### src/rtl/pmic_seq_cfg.svh
`ifndef PMIC_SEQ_CFG_SVH
`define PMIC_SEQ_CFG_SVH

// register map, seven-bit addresses on the serial port
`define ADDR_CHIP_ID        7'h48
`define ADDR_RAIL_TRIM      7'h49
`define ADDR_GPIO_CTRL      7'h4a
`define ADDR_GPIO_STAT      7'h4b
`define ADDR_PWS_CTRL       7'h4c
`define ADDR_PWS_STAT       7'h4d
`define ADDR_USB_FLAG_CTRL  7'h4e
`define ADDR_USB_FLAG_STAT  7'h4f

// reset values and field positions
`define RST_BYTE            8'h00
`define CHIP_ID_DEFAULT     8'h5c
`define FLAG_CLEAR_BIT      0
`define SLEEP_REQ_BIT       1
`define CMD_WRITE_BIT       7
`define GPIO_OE_LSB         0
`define GPIO_DO_LSB         4

// serial frame: command byte then data byte
`define SPI_BYTE_BITS       5'd8
`define SPI_FRAME_BITS      5'd16

// timing, figures in their own units
`define CLK_HZ              64'd50000000
`define RESET_HOLD_MS       64'd150
`define STANDALONE_LIMIT_S  64'd3600
`define SLEEP_LIMIT_S       64'd86400
`define MS_PER_S            64'd1000
`define TIMER_W             48

`endif

### src/rtl/pmic_seq_pkg.sv
package pmic_seq_pkg;

   // sequencer states
   typedef enum logic [2:0] {
      ST_OFF       = 3'b000,
      ST_PRECHARGE = 3'b001,
      ST_RST_HOLD  = 3'b010,
      ST_ACTIVE    = 3'b011,
      ST_SLEEP     = 3'b100,
      ST_SHUTDOWN  = 3'b101
   } seq_state_t;

   // whole state of the sequencer
   typedef struct packed {
      seq_state_t  st;
      logic [47:0] timer;
      logic        usbFlag;
      logic [1:0]  pwrEnSync;
      logic [1:0]  shdnSync;
      logic [2:0]  sclkSync;
      logic [1:0]  csSync;
      logic [1:0]  mosiSync;
      logic [4:0]  bitCnt;
      logic [7:0]  shiftIn;
      logic [7:0]  cmd;
      logic [7:0]  misoShift;
      logic        miso;
      logic [7:0]  trim;
      logic [7:0]  gpioCtrl;
      logic [7:0]  pwsCtrl;
      logic        intRstN;
      logic        compRstN;
      logic        hostRstN;
      logic        supplies;
      logic        chgEn;
      logic        chgSleep;
   } seq_regs_t;

endpackage

### src/rtl/pmic_startup_reset_sequencer.sv
`timescale 1ns/100ps
`include "pmic_seq_cfg.svh"

module pmic_startup_reset_sequencer
   import pmic_seq_pkg::*;
#(
   parameter logic [47:0] RESET_HOLD_CYCLES =
      48'(`RESET_HOLD_MS * `CLK_HZ / `MS_PER_S),
   parameter logic [47:0] STANDALONE_CYCLES =
      48'(`STANDALONE_LIMIT_S * `CLK_HZ),
   parameter logic [47:0] SLEEP_CYCLES =
      48'(`SLEEP_LIMIT_S * `CLK_HZ)
) (
   // clock and reset
   input  wire logic       clk,
   input  wire logic       rst_n,
   // supply power-on detectors, high while supply not good
   input  wire logic       regulatorInputPor,
   input  wire logic       coreSupplyPor,
   // control pins
   input  wire logic       powerEn,
   input  wire logic       shutdown_in_n,
   input  wire logic       monitorResetReq_n,
   // charger and thermistor status
   input  wire logic       usbPresent,
   input  wire logic       batt1NeedsPrecharge,
   input  wire logic       batt1Charged,
   input  wire logic       thermInWindow,
   // status from the analog side
   input  wire logic [3:0] gpioIn,
   input  wire logic [3:0] pwsStatusIn,
   // serial register port
   input  wire logic       spiSclk,
   input  wire logic       spiCs_n,
   input  wire logic       spiMosi,
   output logic            spiMiso,
   // resets
   output logic            host_reset_out_n,
   output logic            companionReset_n,
   // power and charge controls
   output logic            suppliesOn,
   output logic            usbChargeEn,
   output logic            usbChargeSleepCurrent,
   // configuration outputs
   output logic [7:0]      railTrim,
   output logic [3:0]      gpioOut,
   output logic [3:0]      gpioOe,
   output logic [7:0]      powerSwitchCtrl
);

   // detectors and pin share one synchroniser, so release is glitch free
   // async assert, sync release of the combined reset
   logic       coreRstAsync_n;
   logic [1:0] rstSync_q;
   logic       coreRst_n;

   assign coreRstAsync_n = rst_n & ~(regulatorInputPor | coreSupplyPor);

   always_ff @(posedge clk or negedge coreRstAsync_n) begin
      if (!coreRstAsync_n) begin
         rstSync_q <= 2'b00;
      end else begin
         rstSync_q <= {rstSync_q[0], 1'b1};
      end
   end
   assign coreRst_n = rstSync_q[1];

   seq_regs_t r_q;
   seq_regs_t r_d;

   // reset image of the whole state
   localparam seq_regs_t REGS_RESET = '{
      st:        ST_OFF,
      timer:     '0,
      usbFlag:   1'b0,
      pwrEnSync: 2'b00,
      shdnSync:  2'b11,
      sclkSync:  3'b000,
      csSync:    2'b11,
      mosiSync:  2'b00,
      bitCnt:    5'd0,
      shiftIn:   `RST_BYTE,
      cmd:       `RST_BYTE,
      misoShift: `RST_BYTE,
      miso:      1'b0,
      trim:      `RST_BYTE,
      gpioCtrl:  `RST_BYTE,
      pwsCtrl:   `RST_BYTE,
      intRstN:   1'b0,
      compRstN:  1'b0,
      hostRstN:  1'b0,
      supplies:  1'b0,
      chgEn:     1'b0,
      chgSleep:  1'b0
   };

   // status nibbles come live from the pins, never from a stale copy
   // read mux for the register port
   function automatic logic [7:0] readReg(input logic [6:0] a,
                                          input seq_regs_t s);
      logic [7:0] v;
      v = `RST_BYTE;
      unique case (a)
         `ADDR_CHIP_ID:       v = `CHIP_ID_DEFAULT; // arbitrary value
         `ADDR_RAIL_TRIM:     v = s.trim;
         `ADDR_GPIO_CTRL:     v = s.gpioCtrl;
         `ADDR_GPIO_STAT:     v = {4'h0, gpioIn};
         `ADDR_PWS_CTRL:      v = s.pwsCtrl;
         `ADDR_PWS_STAT:      v = {4'h0, pwsStatusIn};
         `ADDR_USB_FLAG_STAT: v = {7'h00, s.usbFlag};
         default:             v = `RST_BYTE; // write-only and unmapped
      endcase
      return v;
   endfunction

   always_comb begin
      logic       sclkRise;
      logic       sclkFall;
      logic       wrStrobe;
      logic       flagClear;
      logic       sleepReq;
      logic       flagSet;
      logic       pwrEnS;
      logic       shdnS;
      logic [7:0] byteIn;
      sclkRise  = 1'b0;
      sclkFall  = 1'b0;
      wrStrobe  = 1'b0;
      flagClear = 1'b0;
      sleepReq  = 1'b0;
      flagSet   = 1'b0;
      pwrEnS    = r_q.pwrEnSync[1];
      shdnS     = r_q.shdnSync[1];
      byteIn    = {r_q.shiftIn[6:0], r_q.mosiSync[1]};
      r_d       = r_q;

      // pin synchronisers, first stage feeds only the second
      r_d.pwrEnSync = {r_q.pwrEnSync[0], powerEn};
      r_d.shdnSync  = {r_q.shdnSync[0], shutdown_in_n};
      r_d.sclkSync  = {r_q.sclkSync[1:0], spiSclk};
      r_d.csSync    = {r_q.csSync[0], spiCs_n};
      r_d.mosiSync  = {r_q.mosiSync[0], spiMosi};
      // edges compare settled stages only, a slow pin edge counts once
      sclkRise = r_q.sclkSync[1] & ~r_q.sclkSync[2];
      sclkFall = ~r_q.sclkSync[1] & r_q.sclkSync[2];

      // serial slave, mode 0: sample on rise, shift out on fall
      if (r_q.csSync[1]) begin
         r_d.bitCnt = 5'd0;
      end else if (sclkRise && r_q.bitCnt < `SPI_FRAME_BITS) begin
         r_d.shiftIn = byteIn;
         r_d.bitCnt  = r_q.bitCnt + 5'd1;
         if (r_q.bitCnt == `SPI_BYTE_BITS - 5'd1) begin
            r_d.cmd       = byteIn;
            r_d.misoShift = readReg(byteIn[6:0], r_q);
         end
         if (r_q.bitCnt == `SPI_FRAME_BITS - 5'd1) begin
            wrStrobe = r_q.cmd[`CMD_WRITE_BIT];
         end
      end else if (sclkFall && r_q.bitCnt >= `SPI_BYTE_BITS) begin
         r_d.miso      = r_q.misoShift[7];
         r_d.misoShift = {r_q.misoShift[6:0], 1'b0};
      end

      // register writes
      if (wrStrobe) begin
         unique case (r_q.cmd[6:0])
            `ADDR_RAIL_TRIM: r_d.trim     = byteIn;
            `ADDR_GPIO_CTRL: r_d.gpioCtrl = byteIn;
            `ADDR_PWS_CTRL:  r_d.pwsCtrl  = byteIn;
            `ADDR_USB_FLAG_CTRL: begin
               flagClear = byteIn[`FLAG_CLEAR_BIT];
               sleepReq  = byteIn[`SLEEP_REQ_BIT];
            end
            default: ;
         endcase
      end

      // configuration cleared while the processor is in reset
      // the host cannot find stale trim or gpio settings after its reset
      if (!r_q.hostRstN) begin
         r_d.trim     = `RST_BYTE;
         r_d.gpioCtrl = `RST_BYTE;
         r_d.pwsCtrl  = `RST_BYTE;
      end

      // sequencer; timer restarts on every state change
      // timer is wide enough for the day-long sleep limit at full clock
      r_d.timer = r_q.timer + 48'd1;
      unique case (r_q.st)
         ST_OFF: begin
            // flag keeps a flat battery from re-entering precharge
            if (usbPresent && batt1NeedsPrecharge && !r_q.usbFlag &&
                thermInWindow) begin
               r_d.st  = ST_PRECHARGE;
               flagSet = 1'b1;
            end else if (pwrEnS) begin
               r_d.st = ST_RST_HOLD;
            end
         end
         ST_PRECHARGE: begin
            if (!batt1NeedsPrecharge || !usbPresent || !thermInWindow ||
                r_q.timer >= STANDALONE_CYCLES - 48'd1) begin
               r_d.st = ST_RST_HOLD;
            end
         end
         ST_RST_HOLD: begin
            if (!pwrEnS && !r_q.usbFlag) begin
               r_d.st = ST_OFF;
            end else if (r_q.timer >= RESET_HOLD_CYCLES - 48'd1) begin
               r_d.st = ST_ACTIVE;
            end
         end
         ST_ACTIVE: begin
            if (!pwrEnS) begin
               r_d.st = ST_OFF;
            end else if (sleepReq) begin
               r_d.st = ST_SLEEP;
            end
         end
         ST_SLEEP: begin
            if (batt1Charged || !usbPresent || !thermInWindow ||
                r_q.timer >= SLEEP_CYCLES - 48'd1) begin
               r_d.st = ST_OFF;
            end
         end
         ST_SHUTDOWN: begin
            r_d.st = ST_OFF;
         end
         default: begin
            r_d.st = ST_OFF;
         end
      endcase
      // shutdown pin overrides every state
      // a held pin parks the machine there until it is released
      if (!shdnS) begin
         r_d.st = ST_SHUTDOWN;
      end
      if (r_d.st != r_q.st) begin
         r_d.timer = '0;
      end

      // set wins over a clear in the same cycle
      if (flagSet) begin
         r_d.usbFlag = 1'b1;
      end else if (flagClear) begin
         r_d.usbFlag = 1'b0;
      end

      // outputs decoded from the next state
      // decoding the next state keeps outputs one flop from the change
      r_d.intRstN  = (r_d.st == ST_ACTIVE);
      r_d.compRstN = (r_d.st == ST_ACTIVE);
      r_d.hostRstN = r_d.intRstN & monitorResetReq_n;
      r_d.supplies = (r_d.st == ST_RST_HOLD) || (r_d.st == ST_ACTIVE);
      r_d.chgEn    = (r_d.st == ST_PRECHARGE) || (r_d.st == ST_SLEEP);
      r_d.chgSleep = (r_d.st == ST_SLEEP);
   end

   // the single state register; power-on reset loads REGS_RESET into all of it
   // the flag is kept through processor reset; power-on or the clear bit at 0x4e clears it
   always_ff @(posedge clk or negedge coreRst_n) begin
      if (!coreRst_n) begin
         r_q <= REGS_RESET;
      end else begin
         r_q <= r_d;
      end
   end

   // every output straight from the state register
   assign spiMiso               = r_q.miso;
   assign host_reset_out_n      = r_q.hostRstN;
   assign companionReset_n      = r_q.compRstN;
   assign suppliesOn            = r_q.supplies;
   assign usbChargeEn           = r_q.chgEn;
   assign usbChargeSleepCurrent = r_q.chgSleep;
   assign railTrim              = r_q.trim;
   assign gpioOut               = r_q.gpioCtrl[`GPIO_DO_LSB +: 4];
   assign gpioOe                = r_q.gpioCtrl[`GPIO_OE_LSB +: 4];
   assign powerSwitchCtrl       = r_q.pwsCtrl;

endmodule

### config.mk
export PLATFORM = sky130hd
export DESIGN_NAME = pmic_startup_reset_sequencer
export DESIGN_NICKNAME = d
export VERILOG_FILES = /design/src/rtl/pmic_seq_pkg.sv /design/src/rtl/pmic_startup_reset_sequencer.sv
export VERILOG_INCLUDE_DIRS = /design/src /design/src/rtl
export SDC_FILE = /design/constraint.sdc
export NUM_CORES = 1
export LEC_CHECK = 0
export ABC_AREA = 1
export BUFFER_PORTS_ARGS = -buffer_cell sky130_fd_sc_hd__buf_4
export CAP_MARGIN = 20
export CORE_ASPECT_RATIO = 1.75
export CORE_UTILIZATION = 30
export CTS_BUF_LIST = sky130_fd_sc_hd__clkbuf_2 sky130_fd_sc_hd__clkbuf_4 sky130_fd_sc_hd__clkbuf_8
export CTS_CLUSTER_DIAMETER = 30
export DETAILED_ROUTE_END_ITERATION = 10
export SLEW_MARGIN = 20
export SYNTH_ARGS = -nofsm -noshare
export SYNTH_HDL_FRONTEND = slang
export SYNTH_SLANG_ARGS = --single-unit
export TNS_END_PERCENT = 5
### constraint.sdc
create_clock -name clk -period 6.67 [get_ports clk]
set_input_delay 0.3335 -clock clk [delete_from_list [all_inputs] [get_ports clk]]
set_output_delay 0.3335 -clock clk [all_outputs]
set_load 0.01 [all_outputs]
* Word-level counts from Yosys, hierarchy flattened
Index checks and enable logic that the tools add are counted.
** Cells by class
- $add $sub $neg :: 2
- Multiply operators :: 0
- Div/mod/pow operators :: 0
- Order comparisons :: 5
- Equal/unequal tests :: 27
- Shift operators :: 0
- Mux-type cells :: 33
- Bitwise logic cells :: 10
- Reduce and logical (&&, ||, !) cells :: 30
** Operator list (count)
- equality test 7 bit (second input constant) :: 11
- one-hot mux 8 bit (7 select lines) :: 1
- adder 48 x 1 -> 48 bit (second input constant) :: 1
- >= comparator 48 x 23 -> 1 bit (second input constant) :: 1
- >= comparator 48 x 38 -> 1 bit (second input constant) :: 1
- >= comparator 48 x 42 -> 1 bit (second input constant) :: 1
- two-way mux 24 bit :: 2
- two-way mux 48 bit :: 1
- two-way mux 8 bit :: 4
- two-way mux 3 bit :: 9
- two-way mux 21 bit :: 1
- two-way mux 16 bit :: 1
- one-hot mux 3 bit (5 select lines) :: 1
- equality test 3 x 2 -> 1 bit (second input constant) :: 4
- two-way mux 1 bit :: 11
- != test 2 x 1 -> 1 bit (second input constant) :: 5
- two-way mux 9 bit :: 1
- AND reduction 3 bit :: 3
- logical OR 1 bit :: 8
- AND reduction 2 bit :: 4
- equality test 3 x 1 -> 1 bit (second input constant) :: 2
- equality test 3 bit (second input constant) :: 2
- logical AND 1 bit :: 6
- nonzero test 2 bit :: 3
- 12 further kinds :: 23
** Word-level totals
- Register bits after elaboration :: 124
- Latch bits :: 0
- Memory bits (writable) :: 0
- Bits in read-only memories :: 0
- Input bits :: 22
- Output and inout port bits :: 30
- Logic and storage cells :: 129
- Memories kept :: 0

* Longest topological paths before layout
Gate-level depths: netlist of the first run.
- Word-level depth :: 12
- Depth in mapped cells :: 18
- Mapped depth without buffers :: 16

* Least setup slack after synthesis of the first run
OpenSTA, ideal clock, no wires.
- Kind :: reg2reg
- Start point :: reg r_q[55] (netlist bit)
- End point :: reg r_q[104] (netlist bit)
- Library setup time :: 0.128 ns
- Arrival time :: 2.037 ns
- Data required time :: 6.542 ns
- Slack :: 4.505 ns
- Cell stages (with the launch flop) :: 18
- Path buffers :: 2
- Clock period less this slack :: 2.165 ns
- Cell sequence :: dfrtp_1 > ha_1 > nand2_1 > nor2_1 > ha_1 > nand2_1 > nor2_4 > nand4_2 > nand2_1 > nand2_1 > a21oi_2 > nand3_2 > nand2_1 > nand2_2 > nand3_4 > buf_8 > buf_12 > nor2_4
** RTL lines
- start: declaration :: RTL line pmic_startup_reset_sequencer.sv:68 : seq_regs_t r_q;
- start signal: assignment :: RTL line pmic_startup_reset_sequencer.sv:266 : r_q <= r_d;

==> impl_metrics.ini, run 1 <==
[timing]
skew_ns = 0.0137
worstMarginPinSlew_ns = 1.00
drv_slew = 0
clock.fmax_mhz = 328
setup_viol_count_final = 0
setup_slack_ns = 3.62
fin_tns_setup_ns = 0
period_needed_ns = 3.05
hold_viol = 0
rsz0062_at_grt = no
finalCritPeriodShare_pct = 45.7
timing.hold.ws_ns = 0.121
slew_headroom_pct = 33.2

[power]
p_clk_share_pct = 43.9
p_switching_mw = 0.404
p_seq_share_pct = 49.8
p_leak_nw = 3.53
combPwrFrac_pct = 6.3
peakVddDrop_uv = 101
finalPower_mw = 1.59
p_sw_share_pct = 25.4
power_density_mw_per_mm2 = 196
intPower_mw = 1.19

[layout]
diodes = 0
nets = 970
finish.instance_area_sq_mm = 0.00813
area_growth_pct = 13.9
fill_cells = 2536
fin_cells = 1260
final_util_pct = 34.8
drive_above_1_share_pct = 17.3

[status]
status = complete, no violations

[global_routing]
grt.overflow.total = 0
grt_max_degree = 79
grt_usage_pct = 16.2
grt_pass1_wl_mm = 30.1
grt_pass1_vias = 6043
antenna_found_initial = 0

[drt]
wl_mm = 18.4
dr.pass1.iters = 5
drt_iter0_markers = 343
num_vias = 5921
wl_per_cell_um = 14.6
ant_nets = 0
drc = 0
vias_per_cell = 4.70

[critical_path]
required_ns = 7.01
crit_top_cell = nand2_1
critPathArrivalTime_ns = 3.39
crit_path_max_incr_delay_ns = 0.68
cp_cell_sequence = ha_1 -> nand2_1 -> nor2_1 -> ha_1 -> nand2_1 -> nor2_4 -> inv_1 -> nor3_1 -> nand4_1 -> nand3_2 -> nand2_1 -> nand2_1 -> nand3_4 -> nor2_1
startpoint_type = flip-flop
crit_fanout = 48
worstSetupPathType = reg -> reg
cp_slowest_cell = nand3_4
critPathCaptureType = flip-flop

[floorplan]
core_sq_mm = 0.0233
top_level_ports = 52
die_h_um = 206
rows = 74
dieArea_sq_mm = 0.0244
start_util_pct = 30.6
die_w_um = 119

[clocking]
htreeDepth = 4
post_cts_buffers = 0
cts_root_buf = clkbuf_8
hold_buffers = 7
cts_tree = built
cts_buffers = 17
clk_latency_ns = 0.45
clkSinkCount = 123
clockBufferDepth = 2
cts_resized = 0
clk_pin_slew_ns = 0.07

[synth]
netlist_area_sq_mm = 0.00713
ys_warn_count = 0
yosys-top-cells-area = dfrtp_1 (42%), nand2_1 (11%), nor2_1 (6.7%)
ys_seq_elements = 123
synth.most_common_cell = nand2_1
syn_avg_cell_area_sq_um = 7.90
ys_types = 55
yosysTopAreaCellShare_pct = 41.8
yosysTopAreaCell = dfrtp_1
synthCells = 903
ys_top_cells_by_count = nand2_1 (200), nor2_1 (127), dfrtp_1 (119)
synth_flop_cell = dfrtp_1
synth-edff-count = 0
synth-seq-area-share_pct = 43.2
syn_nets = 929
async_reset_ff_share_pct = 100

[place]
io_buffers = 51
place_inst = 1222
placed_cell_area_sq_mm = 0.00763
dp_slack_ns = 3.66
gp_congestion = 0.952
dp_hpwl_mm = 14.1

[job]
drv_cap = 0

[min_path]
hold_path.class = in -> reg
==> power groups by stage <==
stage | clock, mW | combinational (mW) | sequential, mW
6_report | 0.699 | 0.0999 | 0.794
3_5_place_dp | 0 | 0.0976 | 0.808
2_1_floorplan | 0 | 0.0661 | 0.805
5_1_grt | 0.751 | 0.114 | 0.798
4_1_cts | 0.720 | 0.102 | 0.794
3_3_place_gp | 0 | 0.0967 | 0.808
==> worst max-delay path, delay by kind of cell (launching register included) <==
kind	cells	cell delay, ns
flops	1	0.42
fa+ha+maj	2	0.35
buf+inv	1	0.08
simple gates	11	2.06
==> cell families after synthesis <==
family          Yosys count  synth area share (%)
simple gates            491                  33.5
other cells               1                0.0526
compound gates           91                  7.21
xor+xnor                 43                  5.28
mux                       1                 0.158
buf+inv                 149                  9.82
fa+ha+maj                 4                 0.702
flops                   123                  43.2
==> registers in the layout, indices dropped and copies added, names as in the netlist <==
name / cells
companionReset_n: 1
gpioOe: 4
gpioOut: 4
host_reset_out_n: 1
powerSwitchCtrl: 8
r_d: 6
r_q: 85
railTrim: 8
rstSync_q: 2
spiMiso: 1
suppliesOn: 1
usbChargeEn: 1
usbChargeSleepCurrent: 1
==> path summary, 6_finish.rpt <==
check	from	to	slack [ns]	cells past startpoint
max	r_q[55]	r_q[87]	3.62	14
min	monitorResetReq_n	host_reset_out_n	0.12	3
max reg2reg	r_q[55]	r_q[87]	3.62	14
min reg2reg	rstSync_q[1]	r_q[83]	0.34	0
max in group asynchronous	rstSync_q[1]	host_reset_out_n	5.18	1
min in group asynchronous	rstSync_q[1]	r_q[83]	0.34	0
==> cell usage in the layout (no fill, tap or decap), drive strengths merged, types with 2 or more instances in the layout <==
master / netlist / final
a31oi: 3 / 3
dfstp: 4 / 4
nor3b: 3 / 3
clkinv: 1 / 6
a211oi: 2 / 2
nand4: 24 / 24
xor2: 38 / 38
ha: 4 / 4
a21oi: 21 / 21
o2111ai: 2 / 2
xnor2: 5 / 5
bufinv: 0 / 3
nor4: 12 / 12
dlygate4sd3: 0 / 7
nand3: 51 / 51
nand2: 213 / 213
buf: 33 / 53
clkinvlp: 0 / 3
nor2: 160 / 160
o22ai: 4 / 4
inv: 110 / 110
dfrtp: 119 / 119
o21ai: 49 / 49
nor3: 24 / 24
clkbuf: 5 / 20
a21boi: 2 / 2
==> area by class of cell <==
cell class	count	area (sq um)	share of cell area (%)
Clock inverter	11	145	1.79
Inverter	111	418	5.14
Tap cell	304	380	4.68
Timing Repair Buffer	60	472	5.80
Multi-Input combinational cell	631	3360	41.3
Sequential cell	123	3090	38.0
Clock buffer	20	269	3.31
==> metal layers <==
metal | part of all wire, % | global-route usage [%]
met1 | 37 | 15.8
met3 | 3.1 | 3.04
met4 | 6.6 | 11.9
met2 | 53 | 30.1
met5 | 0 | 0
No activity file was read; power rests on OpenSTA's default activity.
==> run 2, diff against run 1 <==
clock period = 2.9 ns   (was 6.67 ns; I/O delays follow)
==> run 2 against run 1 <==
  * Core utilization rose by 0.45 points
  * Wire length rose by 1.5%
  * Clock skew fell by 0.00085 ns
  * Critical path depth rose by 1
  * Maximum frequency rose by 19%
  * Sequential power rose by 130%
==> impl_metrics.ini, run 2 (synthesized netlist as in run 1, its figures left out) <==
[status]
status = complete, no violations

[clocking]
post_cts_buffers = 0
cts_resized = 0
clk_latency_ns = 0.46
htreeDepth = 4
clkSinkCount = 123
cts_tree = built
cts_buffers = 17
clockBufferDepth = 2
hold_buffers = 8
clk_pin_slew_ns = 0.08
cts_root_buf = clkbuf_8

[floorplan]
rows = 74
top_level_ports = 52
die_h_um = 206
dieArea_sq_mm = 0.0244
core_sq_mm = 0.0233
die_w_um = 119
start_util_pct = 30.6

[place]
placed_cell_area_sq_mm = 0.00775
dp_slack_ns = 0.326
io_buffers = 51
dp_hpwl_mm = 14.6
gp_congestion = 0.988
place_inst = 1233

[layout]
layout_common_cells = nand2_1 (200), nor2_1 (127), dfrtp_1 (118)
regMostFlops = r_q
fin_cells = 1273
drive_above_1_share_pct = 18.2
area_growth_pct = 15.4
ff_latch_area_sq_mm = 0.00309
final_util_pct = 35.3
finish.instance_area_sq_mm = 0.00823
nets = 982
multiInputGateArea_sq_mm = 0.00335
final_common_cell = nand2_1
fill_cells = 2519
diodes = 0
largest_reg_flops = 85

[critical_path]
startpoint_type = flip-flop
ff2ff_setup_slack_ns = 0.34
worstSetupPathType = reg -> reg
cp-endpoint = r_q[104]
reg2reg_depth = 15
rr_startpoint = r_q[72]
required_ns = 3.23
critPathCaptureType = flip-flop
critPathArrivalTime_ns = 2.90
timing.rr.end = r_q[104]
startpoint = r_q[72]
crit_fanout = 21

[timing]
hold_viol = 0
period_needed_ns = 2.56
worstMarginPinSlew_ns = 0.646
drv_slew = 0
skew_ns = 0.0129
slew_headroom_pct = 56.4
clock.fmax_mhz = 390
timing.hold.ws_ns = 0.212
rsz0062_at_grt = no
setup_slack_ns = 0.336
setup_viol_count_final = 0
finalCritPeriodShare_pct = 88.4
fin_tns_setup_ns = 0

[power]
power_density_mw_per_mm2 = 439
p_leak_nw = 3.58
peakVddDrop_uv = 343
finalPower_mw = 3.61

[global_routing]
grt_pass1_vias = 6077
grt.overflow.total = 0
grt_pass1_wl_mm = 30.5
antenna_found_initial = 0
grt_usage_pct = 16.4
grt_max_degree = 59

[min_path]
hold_path.class = in -> reg

[drt]
drc = 0
wl_per_cell_um = 14.7
vias_per_cell = 4.70
ant_nets = 0
wl_mm = 18.7
num_vias = 5987
drt_iter0_markers = 346
dr.pass1.iters = 5

[job]
drv_cap = 0
-- run 2: changes by cell type in the layout (fill, tap and decap cells not counted) --
cell,before,now
dlygate4sd3_1,7,8
clkinv_4,2,1
inv_6,0,5
bufinv_16,3,2
a21oi_2,3,2
clkinvlp_4,3,6
buf_12,0,3
clkbuf_8,19,17
buf_6,1,0
buf_4,52,61
clkinv_2,4,2
a21oi_1,18,19
clkbuf_4,1,0
-- run 2: layer usage --
layer | vias up | global-route usage (%) | wire (um)
met4 | 0 | 11.9 | 1140
met5 | - | 0 | 0
met3 | 53 | 2.59 | 546
met1 | 2808 | 15.8 | 6850
li1 | 2970 | - | -
met2 | 156 | 31.1 | 10200
-- run 2: cell type report --
| class | instances | area share [%] |
|---|---|---|
| clock buffer | 17 | 2.84 |
| clock inverter | 15 | 1.98 |
| inverter | 111 | 5.08 |
| multi-input combinational | 631 | 40.7 |
| sequential | 123 | 37.5 |
| tap | 304 | 4.62 |
| timing repair buffer | 72 | 7.27 |
-- run 2: worst min path at each step --
stage	start	end	slack (ns)	depth (start not counted)
finish	pwsStatusIn[0]	r_q[31]	0.21	5
CTS	batt1NeedsPrecharge	r_q[71]	0.18	5
global placement	rst_n	rstSync_q[0]	0.14	2
floorplan	rst_n	rstSync_q[0]	0.02	1
global route	pwsStatusIn[2]	r_q[33]	0.19	5
detailed placement	rst_n	rstSync_q[0]	0.14	2
-- run 2: critical path, stage by stage, from the launching register on --
cell and delay, ns:
dfrtp_1 0.42, ha_1 0.22, nand2_2 0.08, nor2_4 0.16, nand3_1 0.13, nand2_1 0.22
nand3_1 0.10, nand4_1 0.10, nand3_1 0.09, nand2_1 0.11, nand2_2 0.09, nand2_1 0.09
nand2_2 0.06, nand3_4 0.27, buf_12 0.25, nor2_4 0.04
-- run 2: report_power, final --
part           switching [mW]  internal [mW]
sequential             0.0646           1.76
clock                   0.770          0.773
combinational           0.156         0.0868
total                   0.990           2.62
